### src/hw/tsr_pkg.sv
package tsr_pkg;

  // ----------------------------------------------------------------
  // register offsets of the second timestamp slot
  // ----------------------------------------------------------------
  localparam logic [7:0] TSR_OFS_SUBSEC = 8'h30;
  localparam logic [7:0] TSR_OFS_SEC = 8'h31;
  localparam logic [7:0] TSR_OFS_MIN = 8'h32;
  localparam logic [7:0] TSR_OFS_HOUR = 8'h33;
  localparam logic [7:0] TSR_OFS_DATE = 8'h34;
  localparam logic [7:0] TSR_OFS_MONTH = 8'h35;
  localparam logic [7:0] TSR_OFS_YEAR = 8'h36;
  localparam logic [7:0] TSR_OFS_FLAGS = 8'h37;

  // ----------------------------------------------------------------
  // implemented bits of each register, reserved bits read zero
  // ----------------------------------------------------------------
  localparam logic [7:0] TSR_MASK_SUBSEC = 8'h7F;
  localparam logic [7:0] TSR_MASK_SEC = 8'h7F;
  localparam logic [7:0] TSR_MASK_MIN = 8'h7F;
  localparam logic [7:0] TSR_MASK_HOUR = 8'h7F;
  localparam logic [7:0] TSR_MASK_DATE = 8'h3F;
  localparam logic [7:0] TSR_MASK_MONTH = 8'h9F;
  localparam logic [7:0] TSR_MASK_YEAR = 8'hFF;
  localparam logic [7:0] TSR_MASK_FLAGS = 8'h0F;

  // ----------------------------------------------------------------
  // reset values
  // ----------------------------------------------------------------
  localparam logic [7:0] TSR_RST_SUBSEC = 8'h00;
  localparam logic [7:0] TSR_RST_SEC = 8'h00;
  localparam logic [7:0] TSR_RST_MIN = 8'h00;
  localparam logic [7:0] TSR_RST_HOUR = 8'h00;
  localparam logic [7:0] TSR_RST_DATE = 8'h00;
  localparam logic [7:0] TSR_RST_MONTH = 8'h00;
  localparam logic [7:0] TSR_RST_YEAR = 8'h00;
  localparam logic [7:0] TSR_RST_FLAGS = 8'h00;

  // ----------------------------------------------------------------
  // field positions
  // ----------------------------------------------------------------
  localparam int TSR_HOUR_FMT_BIT = 6;
  localparam int TSR_HOUR_HALF_BIT = 5;
  localparam int TSR_HOUR_TENS_BIT = 4;
  localparam int TSR_CENTURY_BIT = 7;
  localparam int TSR_FLAG_LOW_V_BIT = 3;
  localparam int TSR_FLAG_TO_BKP_BIT = 2;
  localparam int TSR_FLAG_TO_MAIN_BIT = 1;
  localparam int TSR_FLAG_PIN_BIT = 0;

  // live calendar value offered for capture, in register layout
  typedef struct packed {
    logic [6:0] sub_second;
    logic [2:0] seconds_tens_digit;
    logic [3:0] seconds_units;
    logic [2:0] minutes_tens;
    logic [3:0] minutes_units;
    logic hour_12h_format;
    logic half_day_or_twenties_bit;
    logic hour_tens_digit;
    logic [3:0] hour_units;
    logic [1:0] date_tens;
    logic [3:0] date_units;
    logic century;
    logic month_tens;
    logic [3:0] month_units;
    logic [3:0] year_tens;
    logic [3:0] year_units;
  } tsr_cal_t;

  // cause of a capture
  typedef struct packed {
    logic low_voltage_detect;
    logic to_backup;
    logic to_main;
    logic event_pin;
  } tsr_cause_t;

  // register access from the serial bus engine
  typedef struct packed {
    logic [7:0] addr;
    logic wr;
    logic rd;
    logic [7:0] wdata;
  } tsr_req_t;

  // whole state of the slot
  typedef struct packed {
    logic [7:0] subsec;
    logic [7:0] sec;
    logic [7:0] min;
    logic [7:0] hour;
    logic [7:0] date;
    logic [7:0] month;
    logic [7:0] year;
    logic [7:0] flags;
    logic [7:0] rd_data;
    logic [4:0] hour_24;
  } tsr_state_t;

endpackage

### src/hw/tsr_slot.sv
`timescale 1ns/10ps

// Behaviour
// - hour bit 6 clear selects 24-hour count 0..23, set selects 12-hour 1..12
// - in 12-hour mode hour bit 5 is the half-day flag, 0 morning, 1 afternoon
// - in 24-hour mode hour bit 5 is the BCD twenties-of-hours digit
// - hour bit 4 is the tens digit, bits 3..0 the units digit
// - seconds and minutes keep tens in bits 6..4 and units in bits 3..0
// - cause bit 3 set when low-voltage detection caused the capture
// - cause bit 2 set when a main-to-backup supply switch caused it
// - cause bit 1 set when a backup-to-main supply switch caused it
// - cause bit 0 set when an event pin transition caused it
module tsr_slot (
  // clock and reset
  input wire logic sys_clk,
  input wire logic rst,
  // capture from the trigger logic
  input wire logic capture_stb,
  input wire tsr_pkg::tsr_cal_t live_cal,
  input wire tsr_pkg::tsr_cause_t cause,
  // register access
  input wire tsr_pkg::tsr_req_t req,
  output logic [7:0] rd_data,
  output logic hit,
  // decoded view of the stored record
  output tsr_pkg::tsr_cause_t stored_cause,
  output logic [4:0] stored_hour_24,
  output logic stored_is_pm
);
  import tsr_pkg::*;

  // ----------------------------------------------------------------
  // state
  // ----------------------------------------------------------------
  tsr_state_t state;
  tsr_state_t next_state;
  logic capture_take;
  logic [7:0] cap_subsec;
  logic [7:0] cap_sec;
  logic [7:0] cap_min;
  logic [7:0] cap_hour;
  logic [7:0] cap_date;
  logic [7:0] cap_month;
  logic [7:0] cap_year;
  logic [7:0] cap_flags;

  // ----------------------------------------------------------------
  // bcd hour to 0..23
  // ----------------------------------------------------------------
  function automatic logic [4:0] hour_to_24(input logic [7:0] h);
    logic [4:0] units;
    logic [4:0] val;
    units = {1'b0, h[3:0]};
    val = 5'h00;
    if (h[TSR_HOUR_FMT_BIT])
    begin
      // 12-hour: 1..12 with half-day flag; 12 AM is midnight
      val = (h[TSR_HOUR_TENS_BIT] ? 5'h0A : 5'h00) + units;
      if (h[TSR_HOUR_HALF_BIT] && val != 5'h0C)
      begin
        val = val + 5'h0C;
      end
      else if (!h[TSR_HOUR_HALF_BIT] && val == 5'h0C)
      begin
        val = 5'h00;
      end
    end
    else
    begin
      // 24-hour: twenties digit, tens digit, units
      val = (h[TSR_HOUR_HALF_BIT] ? 5'h14 : 5'h00)
        + (h[TSR_HOUR_TENS_BIT] ? 5'h0A : 5'h00) + units;
    end
    return val;
  endfunction

  // ----------------------------------------------------------------
  // capture image
  // ----------------------------------------------------------------
  // a capture only counts when some cause is present, so the cause
  // register never shows an all-zero record written by hardware
  assign capture_take = capture_stb && (cause != 4'h0);

  // binary fractions taken at the same edge as the calendar
  assign cap_subsec = {1'b0, live_cal.sub_second} & TSR_MASK_SUBSEC;

  // seconds and minutes share one layout
  assign cap_sec = {1'b0, live_cal.seconds_tens_digit, live_cal.seconds_units};
  assign cap_min = {1'b0, live_cal.minutes_tens, live_cal.minutes_units};

  // hour keeps its format bit so the meaning of bit 5 travels with it
  assign cap_hour = {1'b0, live_cal.hour_12h_format,
    live_cal.half_day_or_twenties_bit,
    live_cal.hour_tens_digit, live_cal.hour_units};

  // date, month with century, year in bcd
  assign cap_date = {2'b00, live_cal.date_tens, live_cal.date_units};
  assign cap_month = {live_cal.century, 2'b00, live_cal.month_tens,
    live_cal.month_units};
  assign cap_year = {live_cal.year_tens, live_cal.year_units};

  // each cause lands in its own flag bit
  always_comb
  begin
    cap_flags = 8'h00;
    cap_flags[TSR_FLAG_LOW_V_BIT] = cause.low_voltage_detect;
    cap_flags[TSR_FLAG_TO_BKP_BIT] = cause.to_backup;
    cap_flags[TSR_FLAG_TO_MAIN_BIT] = cause.to_main;
    cap_flags[TSR_FLAG_PIN_BIT] = cause.event_pin;
  end

  // ----------------------------------------------------------------
  // next state
  // ----------------------------------------------------------------
  // a capture in the same cycle as a write wins: losing an event is
  // worse than losing a software write to a record it should not edit
  always_comb
  begin
    next_state = state;
    if (capture_take)
    begin
      next_state.subsec = cap_subsec;
      next_state.sec = cap_sec;
      next_state.min = cap_min;
      next_state.hour = cap_hour;
      next_state.date = cap_date;
      next_state.month = cap_month;
      next_state.year = cap_year;
      next_state.flags = cap_flags;
    end
    else if (req.wr)
    begin
      case (req.addr)
        TSR_OFS_SUBSEC: next_state.subsec = req.wdata & TSR_MASK_SUBSEC;
        TSR_OFS_SEC: next_state.sec = req.wdata & TSR_MASK_SEC;
        TSR_OFS_MIN: next_state.min = req.wdata & TSR_MASK_MIN;
        TSR_OFS_HOUR: next_state.hour = req.wdata & TSR_MASK_HOUR;
        TSR_OFS_DATE: next_state.date = req.wdata & TSR_MASK_DATE;
        TSR_OFS_MONTH: next_state.month = req.wdata & TSR_MASK_MONTH;
        TSR_OFS_YEAR: next_state.year = req.wdata & TSR_MASK_YEAR;
        TSR_OFS_FLAGS: next_state.flags = req.wdata & TSR_MASK_FLAGS;
        default: next_state.flags = state.flags;
      endcase
    end

    // read data is sampled from the registers before this edge
    if (req.rd)
    begin
      case (req.addr)
        TSR_OFS_SUBSEC: next_state.rd_data = state.subsec;
        TSR_OFS_SEC: next_state.rd_data = state.sec;
        TSR_OFS_MIN: next_state.rd_data = state.min;
        TSR_OFS_HOUR: next_state.rd_data = state.hour;
        TSR_OFS_DATE: next_state.rd_data = state.date;
        TSR_OFS_MONTH: next_state.rd_data = state.month;
        TSR_OFS_YEAR: next_state.rd_data = state.year;
        TSR_OFS_FLAGS: next_state.rd_data = state.flags;
        default: next_state.rd_data = 8'h00;
      endcase
    end

    // decoded hour is registered at the same edge as the stored hour
    next_state.hour_24 = hour_to_24(next_state.hour);
  end

  // ----------------------------------------------------------------
  // state register
  // ----------------------------------------------------------------
  always_ff @(posedge sys_clk or posedge rst)
  begin
    if (rst)
    begin
      state.subsec <= TSR_RST_SUBSEC;
      state.sec <= TSR_RST_SEC;
      state.min <= TSR_RST_MIN;
      state.hour <= TSR_RST_HOUR;
      state.date <= TSR_RST_DATE;
      state.month <= TSR_RST_MONTH;
      state.year <= TSR_RST_YEAR;
      state.flags <= TSR_RST_FLAGS;
      state.rd_data <= 8'h00;
      state.hour_24 <= 5'h00;
    end
    else
    begin
      state <= next_state;
    end
  end

  // ----------------------------------------------------------------
  // outputs
  // ----------------------------------------------------------------
  // hit is combinational so the bus engine can decide its acknowledge
  assign hit = (req.addr >= TSR_OFS_SUBSEC) && (req.addr <= TSR_OFS_FLAGS);
  assign rd_data = state.rd_data;
  assign stored_cause.low_voltage_detect = state.flags[TSR_FLAG_LOW_V_BIT];
  assign stored_cause.to_backup = state.flags[TSR_FLAG_TO_BKP_BIT];
  assign stored_cause.to_main = state.flags[TSR_FLAG_TO_MAIN_BIT];
  assign stored_cause.event_pin = state.flags[TSR_FLAG_PIN_BIT];
  assign stored_hour_24 = state.hour_24;
  // afternoon in either mode, taken from the decoded hour
  assign stored_is_pm = (state.hour_24 >= 5'h0C);

endmodule // tsr_slot

### config.mk
export PLATFORM = sky130hd
export DESIGN_NAME = tsr_slot
export DESIGN_NICKNAME = d
export VERILOG_FILES = /design/src/hw/tsr_pkg.sv /design/src/hw/tsr_slot.sv
export SDC_FILE = /design/constraint.sdc
export NUM_CORES = 1
export LEC_CHECK = 0
export BUFFER_PORTS_ARGS = -buffer_cell sky130_fd_sc_hd__buf_2
export CAP_MARGIN = 20
export CELL_PAD_IN_SITES_DETAIL_PLACEMENT = 1
export CELL_PAD_IN_SITES_GLOBAL_PLACEMENT = 2
export CORE_MARGIN = 4
export CORE_UTILIZATION = 33
export DETAILED_ROUTE_END_ITERATION = 10
export PLACE_DENSITY_LB_ADDON = 0.1
export SYNTH_ARGS = -nofsm -noshare
export SYNTH_HDL_FRONTEND = slang
export SYNTH_SLANG_ARGS = --single-unit
### constraint.sdc
create_clock -name sys_clk -period 3.6 [get_ports sys_clk]
set_clock_uncertainty 0.2 [all_clocks]
set_input_delay 0.9 -clock sys_clk [delete_from_list [all_inputs] [get_ports sys_clk]]
set_output_delay 0.9 -clock sys_clk [all_outputs]
set_load 0.1 [all_outputs]
* Word-level counts from Yosys, hierarchy flattened
Index checks and enable logic that the tools add are counted.
W data, S select, Z words.
** Storage, ports and cells
- Memories kept :: 0
- Input port bits :: 73
- Flip-flop bits (word level) :: 77
- Bits in read-only memories :: 0
- Output and inout bits :: 19
- Bits in latches :: 0
- Bits in writable memories :: 0
- Logic and storage cells :: 67
** Operators by class
- Eq/ne operators :: 10
- Shift-type cells :: 0
- Order comparisons :: 3
- Divide/modulo/power cells :: 0
- Reductions and logical operators :: 23
- Mux-type cells :: 16
- Bitwise gates (word level) :: 0
- Add/subtract/negate cells :: 4
- Multipliers :: 0
** Operators by type and width (count)
- $mux W64 :: 2
- $eq A8 B6 Y1 const B :: 8
- $mux W8 :: 8
- $pmux W8 S8 :: 1
- $mux W5 :: 4
- $reduce_bool A2 Y1 :: 9
- $reduce_and A2 Y1 :: 8
- $add A5 B4 Y5 :: 3
- $ge A8 B6 Y1 const B :: 1
- $le A8 B6 Y1 const B :: 1
- $add A5 B4 Y5 const B :: 1
- $eq A5 B4 Y1 const B :: 1
- $ge A5 B4 Y1 const B :: 1
- $ne A5 B4 Y1 const B :: 1
- $logic_and A1 B1 Y1 :: 4
- $mux W4 :: 1
- $reduce_bool A4 Y1 :: 1
- $logic_not A1 Y1 :: 1

* Logic depth before layout (Yosys ltp)
Gate-level depths: netlist (run 1).
- Word-level depth :: 11
- Gate-level depth with buffers :: 18

* Worst setup path after synthesis (run 1)
Ideal clock, no wire load.
- Path kind :: input to register
- Start point :: input req[16] (netlist bit)
- End point :: register state (netlist bit stored_hour_24[4])
- Required time :: 3267 ps
- Setup time :: 133 ps
- Arrival :: 3920 ps
- Slack :: -652 ps
- Stages on the path :: 18
- Cell sequence :: nand4bb_1 > buf_2 > or2_1 > buf_6 > clkinv_4 > nand3_1 > mux2i_1 > o21ai_0 > ha_1 > ha_1 > xor2_1 > ha_1 > nand2b_1 > nor3_1 > a31oi_1 > or2_1 > a32oi_1 > o21ai_1
** RTL lines
- from (decl) :: RTL line tsr_slot.sv:22 : input wire tsr_pkg::tsr_req_t req,
- to (signal assigned) :: RTL line tsr_slot.sv:186 : state <= next_state;
- to (decl) :: RTL line tsr_slot.sv:35 : tsr_state_t state;

==> results.txt, run 1 <==
The run finished with clean final reports. The number of buffers inserted during clock tree synthesis is 9. The highest fanout seen on the critical path came out at 3. The xor/xnor cell area share of the yosys netlist is 0.00443. After filler insertion, the fill cell instance count of the layout stands at 1,369.

The routed wire length came out at 12.9 mm. The min-delay analysis places its worst path in the category reg -> reg. The worst path buffer plus inverter count is 2. The post-synthesis average cell area is 9.38 sq um. The final-report max-slew violation count came out at 0. The met3 capacity usage during global routing came out at 0.0457. The final hold violation count is 0. The critical path is of the in -> reg type.

The number of standard cells after synthesis is 422. After clock tree synthesis, the clock-pin slew on the worst setup and hold paths is 0.05 ns. In this run the deepest clock path goes through 2 buffers.

Of the total synthesized cell area, the portion taken by full adders, half adders and majority gates is 0.0240. The final weighted congestion in routability-driven placement came out at 0.842. The first global-routing pass estimated 20.6 mm of wire. Dividing total power by cell area gives a power density of 475 mW/mm^2. The fraction of layout instances using a drive strength above 1 is 0.343. The portion of synthesized area spent on multiplexers is 0.159.

The slowest stage of the critical path is the sky130_fd_sc_hd__or2_4 cell. The detailed-routing iteration count for the pre-antenna-repair pass came out at 5. The count of buffers from port buffering is 91. Counting flops with an async set or reset pin after synthesis yields a share of 1.00. The timing-limited maximum frequency came out at 0.280 GHz. The global-route met2 utilization is 0.319.

Compared with the post-synthesis result, the final layout area differs by 28.4%. The remaining design rule violation count came out at 0. The clock period could shrink to 3.57 ns. The number of nets at the end of the flow is 600. In the layout the commonest cells are sky130_fd_sc_hd__buf_2, sky130_fd_sc_hd__dfrtp_1, sky130_fd_sc_hd__nand2_1, sky130_fd_sc_hd__mux2i_1, sky130_fd_sc_hd__buf_4.

After synthesis, the netlist uses 53 different library cells. The sum of negative setup slack is 0 ns. The post-detailed-route count of antenna-violating nets came out at 0. The die is 118 um tall. The pin count of the biggest net entering global routing is 36.

The antenna cell count is 0. The library cell used most frequently in the layout, excluding fill and tap cells, is sky130_fd_sc_hd__buf_2. The sum of overflow across all layers after global routing came out at 0. The number of hold buffers added after CTS is 0. The via count of the first global-routing pass came out at 3,780. The area fraction in compound gates after synthesis is 0.176. The number of antenna violations at the first check in global routing came out at 0. The most frequently used flop master after synthesis is sky130_fd_sc_hd__dfrtp_1.

Dividing the detail-routed wire length by the instance count gives 19.3 um. The worst setup path is captured at a flip-flop. The floorplan core area is 0.0116 sq mm. The later pin in the worst-skew pair is clocked with a latency of 0.33 ns. The die is 118 um wide. The setup slack after layout came out at 0.0338 ns. The count of warnings emitted by yosys is 0. The worst-case vdd ir drop is 0.204 mV. The arrival time of the worst setup path is 3.58 ns.

The depth of the CTS H-tree is 3. The maximum cell stage delay along the critical path came out at 0.32 ns. The TritonCTS clock tree is done. The worst slew margin relative to its limit is 0.502. In this run the static leakage power is 2.31 nW. The aggregate global-route resource usage is 0.190. The TritonCTS sink count is 65. The estimated wirelength of the detail-placed design is 9.86 mm.

The number of ports placed on the die boundary is 92. For this run, global-route usage on met1 was measured as 0.252. Setup repair after global routing could not meet its margin everywhere. The number of standard-cell rows in the floorplan is 39. The floorplan step defined a die boundary enclosing 0.0138 sq mm. Setup violations remaining at the end of the flow were counted as 0. By area, the combinational part of the netlist is dominated by compound AO/OA/AOI/OAI gates. The iteration-0 DRC count of the detailed router is 156.

After detailed routing, the number of vias per cell comes to 5.17. The family with the most delay on the worst path is simple AND/OR/NAND/NOR gates. The post-synthesis cell area is 0.00396 sq mm. The max-cap check violation count is 0.

The sequential share of the synthesized area came out at 0.411. At the worst endpoint, the required time is 3.61 ns. The busiest layer in global routing is met2. The number of flops mapped to enable cells by yosys is 0. The worst setup path is launched from a primary input. The post-synthesis share of cell area spent on and, or, nand and nor gates came out at 0.143. Walking the worst path, the cells encountered are buf_6 -> nand4bb_4 -> or2_4 -> clkinv_16 -> nand3_4 -> mux2i_1 -> o21ai_1 -> ha_2 -> ha_4 -> xor2_2 -> ha_2 -> nand2b_1 -> nor2_1 -> a31oi_1 -> or2_1 -> a32oi_1 -> o21ai_1. Before CTS, the worst setup slack after placement is -0.482 ns. The routed layout has 3,452 vias.

When the netlist entered floorplanning its net count stood at 502. Across all register-to-register paths, the minimum setup slack is 0.98 ns. The pin slew with the least headroom to its limit is 0.746 ns. In the finished design, the share of the clock period the worst path needs comes to 0.991. The tree is rooted in a sky130_fd_sc_hd__clkbuf_16. After synthesis the netlist holds a flip-flop and latch count of 65. The effective utilization at floorplan came out at 0.342.
## worst reg2reg max path, cell delays in order (launching register included)
cell and delay [ns]:
sky130_fd_sc_hd__dfrtp_1 0.39, sky130_fd_sc_hd__o31a_1 0.13, sky130_fd_sc_hd__or2_2 0.30, sky130_fd_sc_hd__o21a_1 0.15, sky130_fd_sc_hd__ha_4 0.18, sky130_fd_sc_hd__xor2_2 0.14
sky130_fd_sc_hd__ha_2 0.18, sky130_fd_sc_hd__nand2b_1 0.08, sky130_fd_sc_hd__nor2_1 0.11, sky130_fd_sc_hd__a31oi_1 0.10, sky130_fd_sc_hd__or2_1 0.27, sky130_fd_sc_hd__a32oi_1 0.21
sky130_fd_sc_hd__o21ai_1 0.08
## synth_stat cells (4+ instances only)
cell type	number	area, sq um
sky130_fd_sc_hd__a21oi_1	11	55.1
sky130_fd_sc_hd__a221oi_1	4	35.0
sky130_fd_sc_hd__a22oi_1	9	67.6
sky130_fd_sc_hd__a31oi_1	7	43.8
sky130_fd_sc_hd__buf_2	8	40.0
sky130_fd_sc_hd__buf_4	19	143
sky130_fd_sc_hd__clkbuf_1	20	75.1
sky130_fd_sc_hd__dfrtp_1	65	1630
sky130_fd_sc_hd__ha_1	6	75.1
sky130_fd_sc_hd__inv_1	13	48.8
sky130_fd_sc_hd__mux2_2	7	78.8
sky130_fd_sc_hd__mux2i_1	55	551
sky130_fd_sc_hd__nand2_1	60	225
sky130_fd_sc_hd__nand3_1	5	25.0
sky130_fd_sc_hd__nor2_1	20	75.1
sky130_fd_sc_hd__nor3_4	4	65.1
sky130_fd_sc_hd__o21ai_0	33	165
sky130_fd_sc_hd__o21ai_1	23	115
sky130_fd_sc_hd__o22ai_1	4	25.0
## where the power goes
group	total, W	switching, W	internal [W]
sequential	0.000859	0.0000483	0.000811
clock	0.000866	0.000313	0.000553
combinational	0.000688	0.000467	0.000221
total	0.00241	0.000828	0.00158
## per-stage QoR
| stage | hold slack [ns] | std cells | util | cell area (sq um) | power [W] |
|---|---|---|---|---|---|
| final | 0.317 | 668 | 0.439 | 5080 | 0.00241 |
| after global routing | 0.360 | 668 | 0.439 | 5080 | 0.00254 |
| after CTS | 0.323 | 666 | 0.434 | 5020 | 0.00243 |
| after detailed placement | 0.313 | 650 | 0.409 | 4730 | 0.00155 |
| after global placement | 0.298 | 650 | 0.409 | 4730 | 0.00154 |
| after floorplan | 0.286 | 422 | - | 4020 | 0.00136 |
## cells by family after synthesis
kind of cell / count (synthesis)
muxes: 62
adders and majority gates: 7
and+or+nand+nor: 112
xor gates and xnor gates: 2
AOI/OAI and AO/OA: 112
buffers and inverters: 62
DFF: 65
## state kept, by name (all words and copies together) (netlist names)
| register | cells |
|---|---|
| stored_hour_24 | 5 |
| rd_data | 8 |
| stored_cause | 4 |
| state | 48 |
## final timing paths
path                                   startpoint                           to  cells past startpoint
max reg2reg                   state[47]$_DFF_PP0_  stored_hour_24[4]$_DFF_PP0_                     12
min reg2reg                rd_data[6]$_DFFE_PP0P_       rd_data[6]$_DFFE_PP0P_                      2
min                        rd_data[6]$_DFFE_PP0P_       rd_data[6]$_DFFE_PP0P_                      2
min in group asynchronous                     rst       rd_data[7]$_DFFE_PP0P_                      2
max                                       req[16]  stored_hour_24[4]$_DFF_PP0_                     17
max in group asynchronous                     rst        state[39]$_DFFE_PP0P_                      3
## what timing repair did
item / in CTS / in global routing
resized for setup: 3 / 8
endpoints found under the setup margin: 3 / 3
setup buffers: 0 / 2
pin swaps: 0 / 11
## layout make-up
cell class                      instances  area [sq um]  share of cell area
Inverter                               14          78.8              0.0155
Clock inverter                          3          40.0             0.00788
Multi-Input combinational cell        295          2090               0.411
Clock buffer                           13           250              0.0493
Tap cell                              143           179              0.0352
Timing Repair Buffer                  135           820               0.161
Sequential cell                        65          1630               0.320
## per-layer routing
layer	up-vias	part of all wire
li1	1684	-
met1	1686	0.47
met2	75	0.49
met3	7	0.039
met4	0	0.0066
met5	-	0
No activity file was read; power rests on OpenSTA's default activity.
==> inputs of run 2 (changes only) <==
Clock period 3.6 ns to 3.8 ns, I/O delays scaled along.
==> results.txt, run 2 (synthesis results as in run 1) <==
The number of cells on the worst reg-to-reg path is 12. The highest fanout seen on the critical path came out at 3. The iteration-0 DRC count of the detailed router is 220. The initial utilization of the core area, before any placement, comes to 0.342. The critical path in this run is classified as in -> reg. The clock passes through at most 2 buffers.

CTS placed an instance of sky130_fd_sc_hd__clkbuf_16 at the clock tree root. The die is 118 um wide. The finished layout cell area came out at 0.00499 sq mm. Of the cells placed in the final design, the portion with a size suffix greater than 1 is 0.320. On the critical path, the stage with the largest delay is an instance of sky130_fd_sc_hd__or2_4. The clock-pin slew reported for the worst setup and hold paths after clock tree synthesis is 0.06 ns. The overall die area is 0.0138 sq mm. The power density relative to cell area came out at 485 mW/mm^2. Traced cell by cell, the critical path runs through buf_2 -> nand4bb_1 -> or2_4 -> clkinv_16 -> nand3_4 -> mux2i_1 -> o21ai_2 -> ha_2 -> ha_4 -> xor2_2 -> ha_2 -> nand2b_1 -> nor3_1 -> a31oi_1 -> or2_1 -> a32oi_2 -> o21ai_1.

In this run the critical register-to-register path is captured at stored_hour_24[4]$_DFF_PP0_. The setup slack on the worst flop-to-flop path came out at 1.10 ns. The routed wire length came out at 12.9 mm. The layout overhead on the synthesized area is 26.0%. The number of hold buffers added after CTS is 0.

Wire segments on met2 add up to 6.20 mm in the final route. The type of origin of the critical path is a primary input. The switching component of the power is 0.000799 W. The path class of the tightest hold or removal check is reg -> reg. In this run the critical register-to-register path is launched from state[47]$_DFF_PP0_. The final-report max-slew violation count is 0. The flow ran to the end, and the final reports show no timing, DRC or antenna violations.

The pin slew with the least headroom to its limit is 0.772 ns. The count of buffers from port buffering is 91. The arrival time of the worst setup path is 3.68 ns. The max-cap check violation count came out at 0.

The routed wirelength normalized by instance count came out at 19.7 um. The cell that appears most often on the critical path is sky130_fd_sc_hd__ha_2. The aggregate global-route resource usage is 0.193. The number of cells in the finished layout apart from fillers is 653.

The worst hold path was traced through 2 stages. The part of the total power dissipated in sequential elements came out at 0.336. Dividing the detail-routed via count by the number of cells gives 5.26. The clock latency on the worst-skew pair is 0.33 ns. The internal power component is 0.00162 W. The data required time of the worst path came out at 3.80 ns.

The register with the most flip-flops in the final layout is state. Setup repair after global routing could not meet its margin everywhere. The TritonCTS sink count came out at 65. The die span in y came out at 118 um. In the final routing, the length of wire on met1 measures 5.90 mm. The timing-limited maximum frequency is 0.272 GHz. The total leakage power came out at 2.26 nW. The global-route wire length before repair came out at 21.1 mm. The detailed router used layers up to and including met4. In the layout the commonest cells are sky130_fd_sc_hd__buf_2, sky130_fd_sc_hd__dfrtp_1, sky130_fd_sc_hd__nand2_1, sky130_fd_sc_hd__mux2i_1, sky130_fd_sc_hd__o21ai_0. The fraction of power spent switching nets came out at 0.331.

The clock period minus worst slack came out at 3.67 ns. The number of antenna violations at the first check in global routing is 0. The number of nets at the end of the flow is 585. The final hold violation count is 0. The count of endpoints failing setup in the final report came out at 0. The via count of the first global-routing pass came out at 3,848. In this run the cell area measured after placement is 0.00462 sq mm. The initialized floorplan defines 39 standard-cell rows. The worst setup path is captured at a flip-flop.

The beginning of the worst hold path is rd_data[4]$_DFFE_PP0P_. The floorplan core area is 0.0116 sq mm. Including well taps, the total number of placed cells is 636. Summed over all layers, the global routing overflow is 0.

The remaining design rule violation count came out at 0. The final-layout fill cell count is 1,376. The worst slew margin relative to its limit came out at 0.485.

The end of the worst hold path is rd_data[4]$_DFFE_PP0P_. The post-detailed-route count of antenna-violating nets is 0. The maximum cell stage delay along the critical path is 0.31 ns. The wire-length estimate of the detail-placed layout is 9.78 mm. Before antenna repair, the detailed router went through 5 iterations. The register with the most flip-flops in the layout has 48 of them. The number of buffers inserted during clock tree synthesis is 9.

TritonCTS built the clock tree. IR analysis of the VDD net gives a maximum drop of 0.174 mV. The library cell used most frequently in the layout, excluding fill and tap cells, is sky130_fd_sc_hd__buf_2. The total via count after detailed routing came out at 3,438. The final weighted congestion in routability-driven placement came out at 0.828. The sum of negative setup slack is 0 ns. The share of total power dissipated in combinational logic is 0.261. The fraction of the cycle the final worst path needs came out at 0.966. Entering global routing, the biggest net connects 50 pins. In the detailed route, the total length drawn on met3 is 619 um.

The antenna cell count came out at 0. The number of ports placed on the die boundary is 92. The H-tree was split into 3 levels.

The clock network power share came out at 0.403.
## run 2: cell type report
class                      count  area [sq um]  area share
timing repair buffer         120           701       0.140
inverter                      14          78.8      0.0158
clock buffer                  11           243      0.0487
tap                          143           179      0.0359
multi-input combinational    295          2060       0.412
clock inverter                 5           103      0.0206
sequential                    65          1630       0.326
## run 2: per-stage QoR
stage / total power (W) / hold slack, ns / utilization / worst slack (ns)
2_1_floorplan: 0.00129 / 0.286 / - / -0.196
3_3_place_gp: 0.00144 / 0.296 / 0.400 / -0.181
3_5_place_dp: 0.00145 / 0.311 / 0.400 / -0.427
4_1_cts: 0.00244 / 0.327 / 0.430 / 0.0741
5_1_grt: 0.00254 / 0.350 / 0.431 / -0.0728
6_report: 0.00242 / 0.323 / 0.431 / 0.128
## run 2: power groups by stage
stage	clock network (W)	registers, W	logic, W
after global placement	0	0.000824	0.000620
after floorplan	0	0.000807	0.000485
after global routing	0.00103	0.000824	0.000683
after detailed placement	0	0.000826	0.000629
final	0.000973	0.000813	0.000631
after CTS	0.000990	0.000814	0.000632
## run 2: how the worst max path moves through the flow
stage,from,end,slack [ns],cells past startpoint
5_1_grt,req[16],stored_hour_24[4]$_DFF_PP0_,-0.07,17
6_report,req[16],stored_hour_24[4]$_DFF_PP0_,0.13,17
2_1_floorplan,req[16],stored_hour_24[4]$_DFF_PP0_,-0.20,18
3_3_place_gp,req[16],stored_hour_24[4]$_DFF_PP0_,-0.18,17
4_1_cts,req[16],stored_hour_24[4]$_DFF_PP0_,0.07,16
3_5_place_dp,req[16],stored_hour_24[4]$_DFF_PP0_,-0.43,17
## run 2: routing by layer
metal  global-route usage  vias to the layer above
met3               0.0466                       11
met2                0.329                       80
met4               0.0440                        0
met1                0.249                     1704
li1                     -                     1643
met5                    0                        -
## run 2: worst max-delay path: cells and delay by family
kind                     cells  cell delay [ns]
buffers and inverters        2             0.15
adder cells (fa/ha/maj)      3             0.57
AND/OR/NAND/NOR              6             1.09
multiplexers                 1             0.15
AO/OA/AOI/OAI                4             0.56
XOR/XNOR                     1             0.17
## run 2: repair_timing
action / in CTS / in global routing
resized for setup: 2 / 2
setup buffers: 0 / 1
pin swaps: 0 / 2
setup endpoints to repair: 1 / 3
cloned: 0 / 0
==> inputs of run 3 (changes only) <==
Settings changed: ABC_AREA set to 0, CORE_UTILIZATION 33 to 30.
Clock period 3.8 ns to 3.21 ns, I/O delays scaled along.
==> results.txt, run 3 (synthesis results as in run 1) <==
The floorplan core area came out at 0.0128 sq mm. The TritonCTS clock tree is done. The top cell types in the final layout, fill and taps aside, are sky130_fd_sc_hd__buf_2, sky130_fd_sc_hd__dfrtp_1, sky130_fd_sc_hd__nand2_1, sky130_fd_sc_hd__buf_4, sky130_fd_sc_hd__mux2i_1. The number of antenna diodes in the final layout is 0.

The final-report max-slew violation count came out at 0. The TritonCTS sink count is 65. The overall die area came out at 0.0151 sq mm. Along the worst path, the maximum fanout reaches 3. The aggregate global-route resource usage is 0.183. Summed over all cells, the static leakage comes to 2.41 nW. The path type of the worst min-delay path is reg -> reg.

Counting the buffers created by CTS gives 9. The post-detailed-route count of antenna-violating nets is 0. The net count of the finished layout is 615. The remaining design rule violation count is 0. The fraction of the cycle the final worst path needs came out at 1.09. The max-cap check violation count is 0. The estimated wirelength of the detail-placed design is 10.1 mm. The power density relative to cell area came out at 538 mW/mm^2.

The final hold violation count came out at 0. The clock latency on the worst-skew pair came out at 0.33 ns. The routed wirelength normalized by instance count came out at 18.5 um. The most common cell after layout, fill and taps aside is sky130_fd_sc_hd__buf_2. The per-cell via count in the routed design came out at 4.90. The finished layout cell area is 0.00530 sq mm. CTS placed an instance of sky130_fd_sc_hd__clkbuf_16 at the clock tree root. The instance count along the most critical hold path came out at 2. The number of standard-cell rows in the floorplan is 41. The sum of overflow across all layers after global routing is 0. For the worst setup path, the data arrival time is 3.51 ns. The effective utilization at floorplan came out at 0.310.

STA classifies the critical path endpoint as a flip-flop. The pin count of the biggest net entering global routing is 74. Measured in cells, the most critical reg-to-reg path has a length of 12. After detailed placement, the total cell area comes to 0.00487 sq mm. The number of flip-flops under the largest register name came out at 48.

The final weighted congestion in routability-driven placement came out at 0.801. The clock period minus worst slack came out at 3.50 ns. The via count of the first global-routing pass is 3,840. Setup violations remaining at the end of the flow were counted as 3.

Counting flops per register, the top entry is state. Clock-pin slew was measured on the worst setup and hold paths at 0.06 ns. The die span in y came out at 123 um.

Relative to the synthesized area, the layout overhead comes to 33.9%. The setup slack on the worst flop-to-flop path is 0.59 ns. The worst setup path is of the in -> reg kind. The H-tree generated during clock tree synthesis spans 3 levels. The total via count after detailed routing is 3,487.

The worst-case IR drop observed on VDD is 0.240 mV. The maximum clock path buffer count came out at 2. The worst slew margin relative to its limit came out at 0.565. The final layout contains routed wiring with a total length of 13.2 mm. The final reports fail on negative setup slack. The timing-limited maximum frequency came out at 0.286 GHz. The pin slew with the least headroom to its limit came out at 0.653 ns. The number of antenna violations at the first check in global routing came out at 0. The flow ran to the end, but the final reports show violations. Setup repair after global routing could not meet its margin everywhere. The global-route wire length before repair came out at 20.9 mm. In the final layout, the share of cells above drive strength 1 is 0.367. The horizontal extent of the die is 123 um. The data required time of the worst path came out at 3.21 ns.

The setup slack after layout is -0.292 ns. The detailed-routing iteration count for the pre-antenna-repair pass came out at 4. STA classifies the critical path startpoint as a primary input. The iteration-0 DRC count of the detailed router is 152. 92 I/O pins were placed. During placement, the flow inserted port buffers numbering 91. Across all hold checks on the routed design, the worst slack comes to 0.313 ns.
## run 3: metal layers
layer,wire length (um),global-route usage,part of all wire
met1,6560,0.260,0.50
met2,6040,0.290,0.46
met3,419,0.0244,0.032
met4,150,0.0546,0.011
met5,0,0,0
## run 3: area by class of cell
class,instances,area [sq um]
Clock inverter,4,75.1
Inverter,14,78.8
Multi-Input combinational cell,295,2100
Timing Repair Buffer,150,945
Clock buffer,12,256
Fill cell,1480,7470
Tap cell,172,215
Sequential cell,65,1630
## run 3: path summary, 6_finish.rpt
kind | endpoint | from
max reg2reg | stored_hour_24[4]$_DFF_PP0_ | state[47]$_DFF_PP0_
min in group asynchronous | rd_data[5]$_DFFE_PP0P_ | rst
min | rd_data[4]$_DFFE_PP0P_ | rd_data[4]$_DFFE_PP0P_
min reg2reg | rd_data[4]$_DFFE_PP0P_ | rd_data[4]$_DFFE_PP0P_
max in group asynchronous | stored_cause[1]$_DFFE_PP0P_ | rst
max | stored_hour_24[4]$_DFF_PP0_ | req[16]
## run 3: critical path, cell delays in order
cell                        delay (ns)
sky130_fd_sc_hd__buf_6            0.09
sky130_fd_sc_hd__nand4bb_4        0.21
sky130_fd_sc_hd__or2_4            0.30
sky130_fd_sc_hd__clkinv_16        0.06
sky130_fd_sc_hd__nand3_4          0.09
sky130_fd_sc_hd__mux2i_2          0.17
sky130_fd_sc_hd__o21ai_2          0.20
sky130_fd_sc_hd__ha_2             0.24
sky130_fd_sc_hd__ha_4             0.14
sky130_fd_sc_hd__xor2_2           0.15
sky130_fd_sc_hd__ha_2             0.22
sky130_fd_sc_hd__nand2b_4         0.07
sky130_fd_sc_hd__nor2_4           0.10
sky130_fd_sc_hd__a31oi_2          0.09
sky130_fd_sc_hd__or2_1            0.29
sky130_fd_sc_hd__a32oi_1          0.20
sky130_fd_sc_hd__o21ai_1          0.08
## run 3: power by group
group	switching [W]	leakage, nW	internal, W
Clock	0.000368	0.155	0.000723
Combinational	0.000533	1.46	0.000268
Sequential	0.0000509	0.790	0.000909
## run 3: repair_timing
action / CTS / global route
resized for setup: 5 / 8
setup buffers: 2 / 2
hold buffers: 0 / 0
endpoints found under the setup margin: 3 / 3
pin swaps: 5 / 8
## run 3: per-stage QoR
stage	total power, W	cells	util	TNS (ns)	worst slack (ns)
finish	0.00285	712	0.415	-0.713	-0.292
global route	0.00299	712	0.415	-1.19	-0.441
CTS	0.00286	710	0.410	-0.493	-0.219
detailed placement	0.00175	692	0.381	-2.13	-0.759
global placement	0.00173	692	0.381	-1.71	-0.628
floorplan	0.00153	422	-	-1.72	-0.639
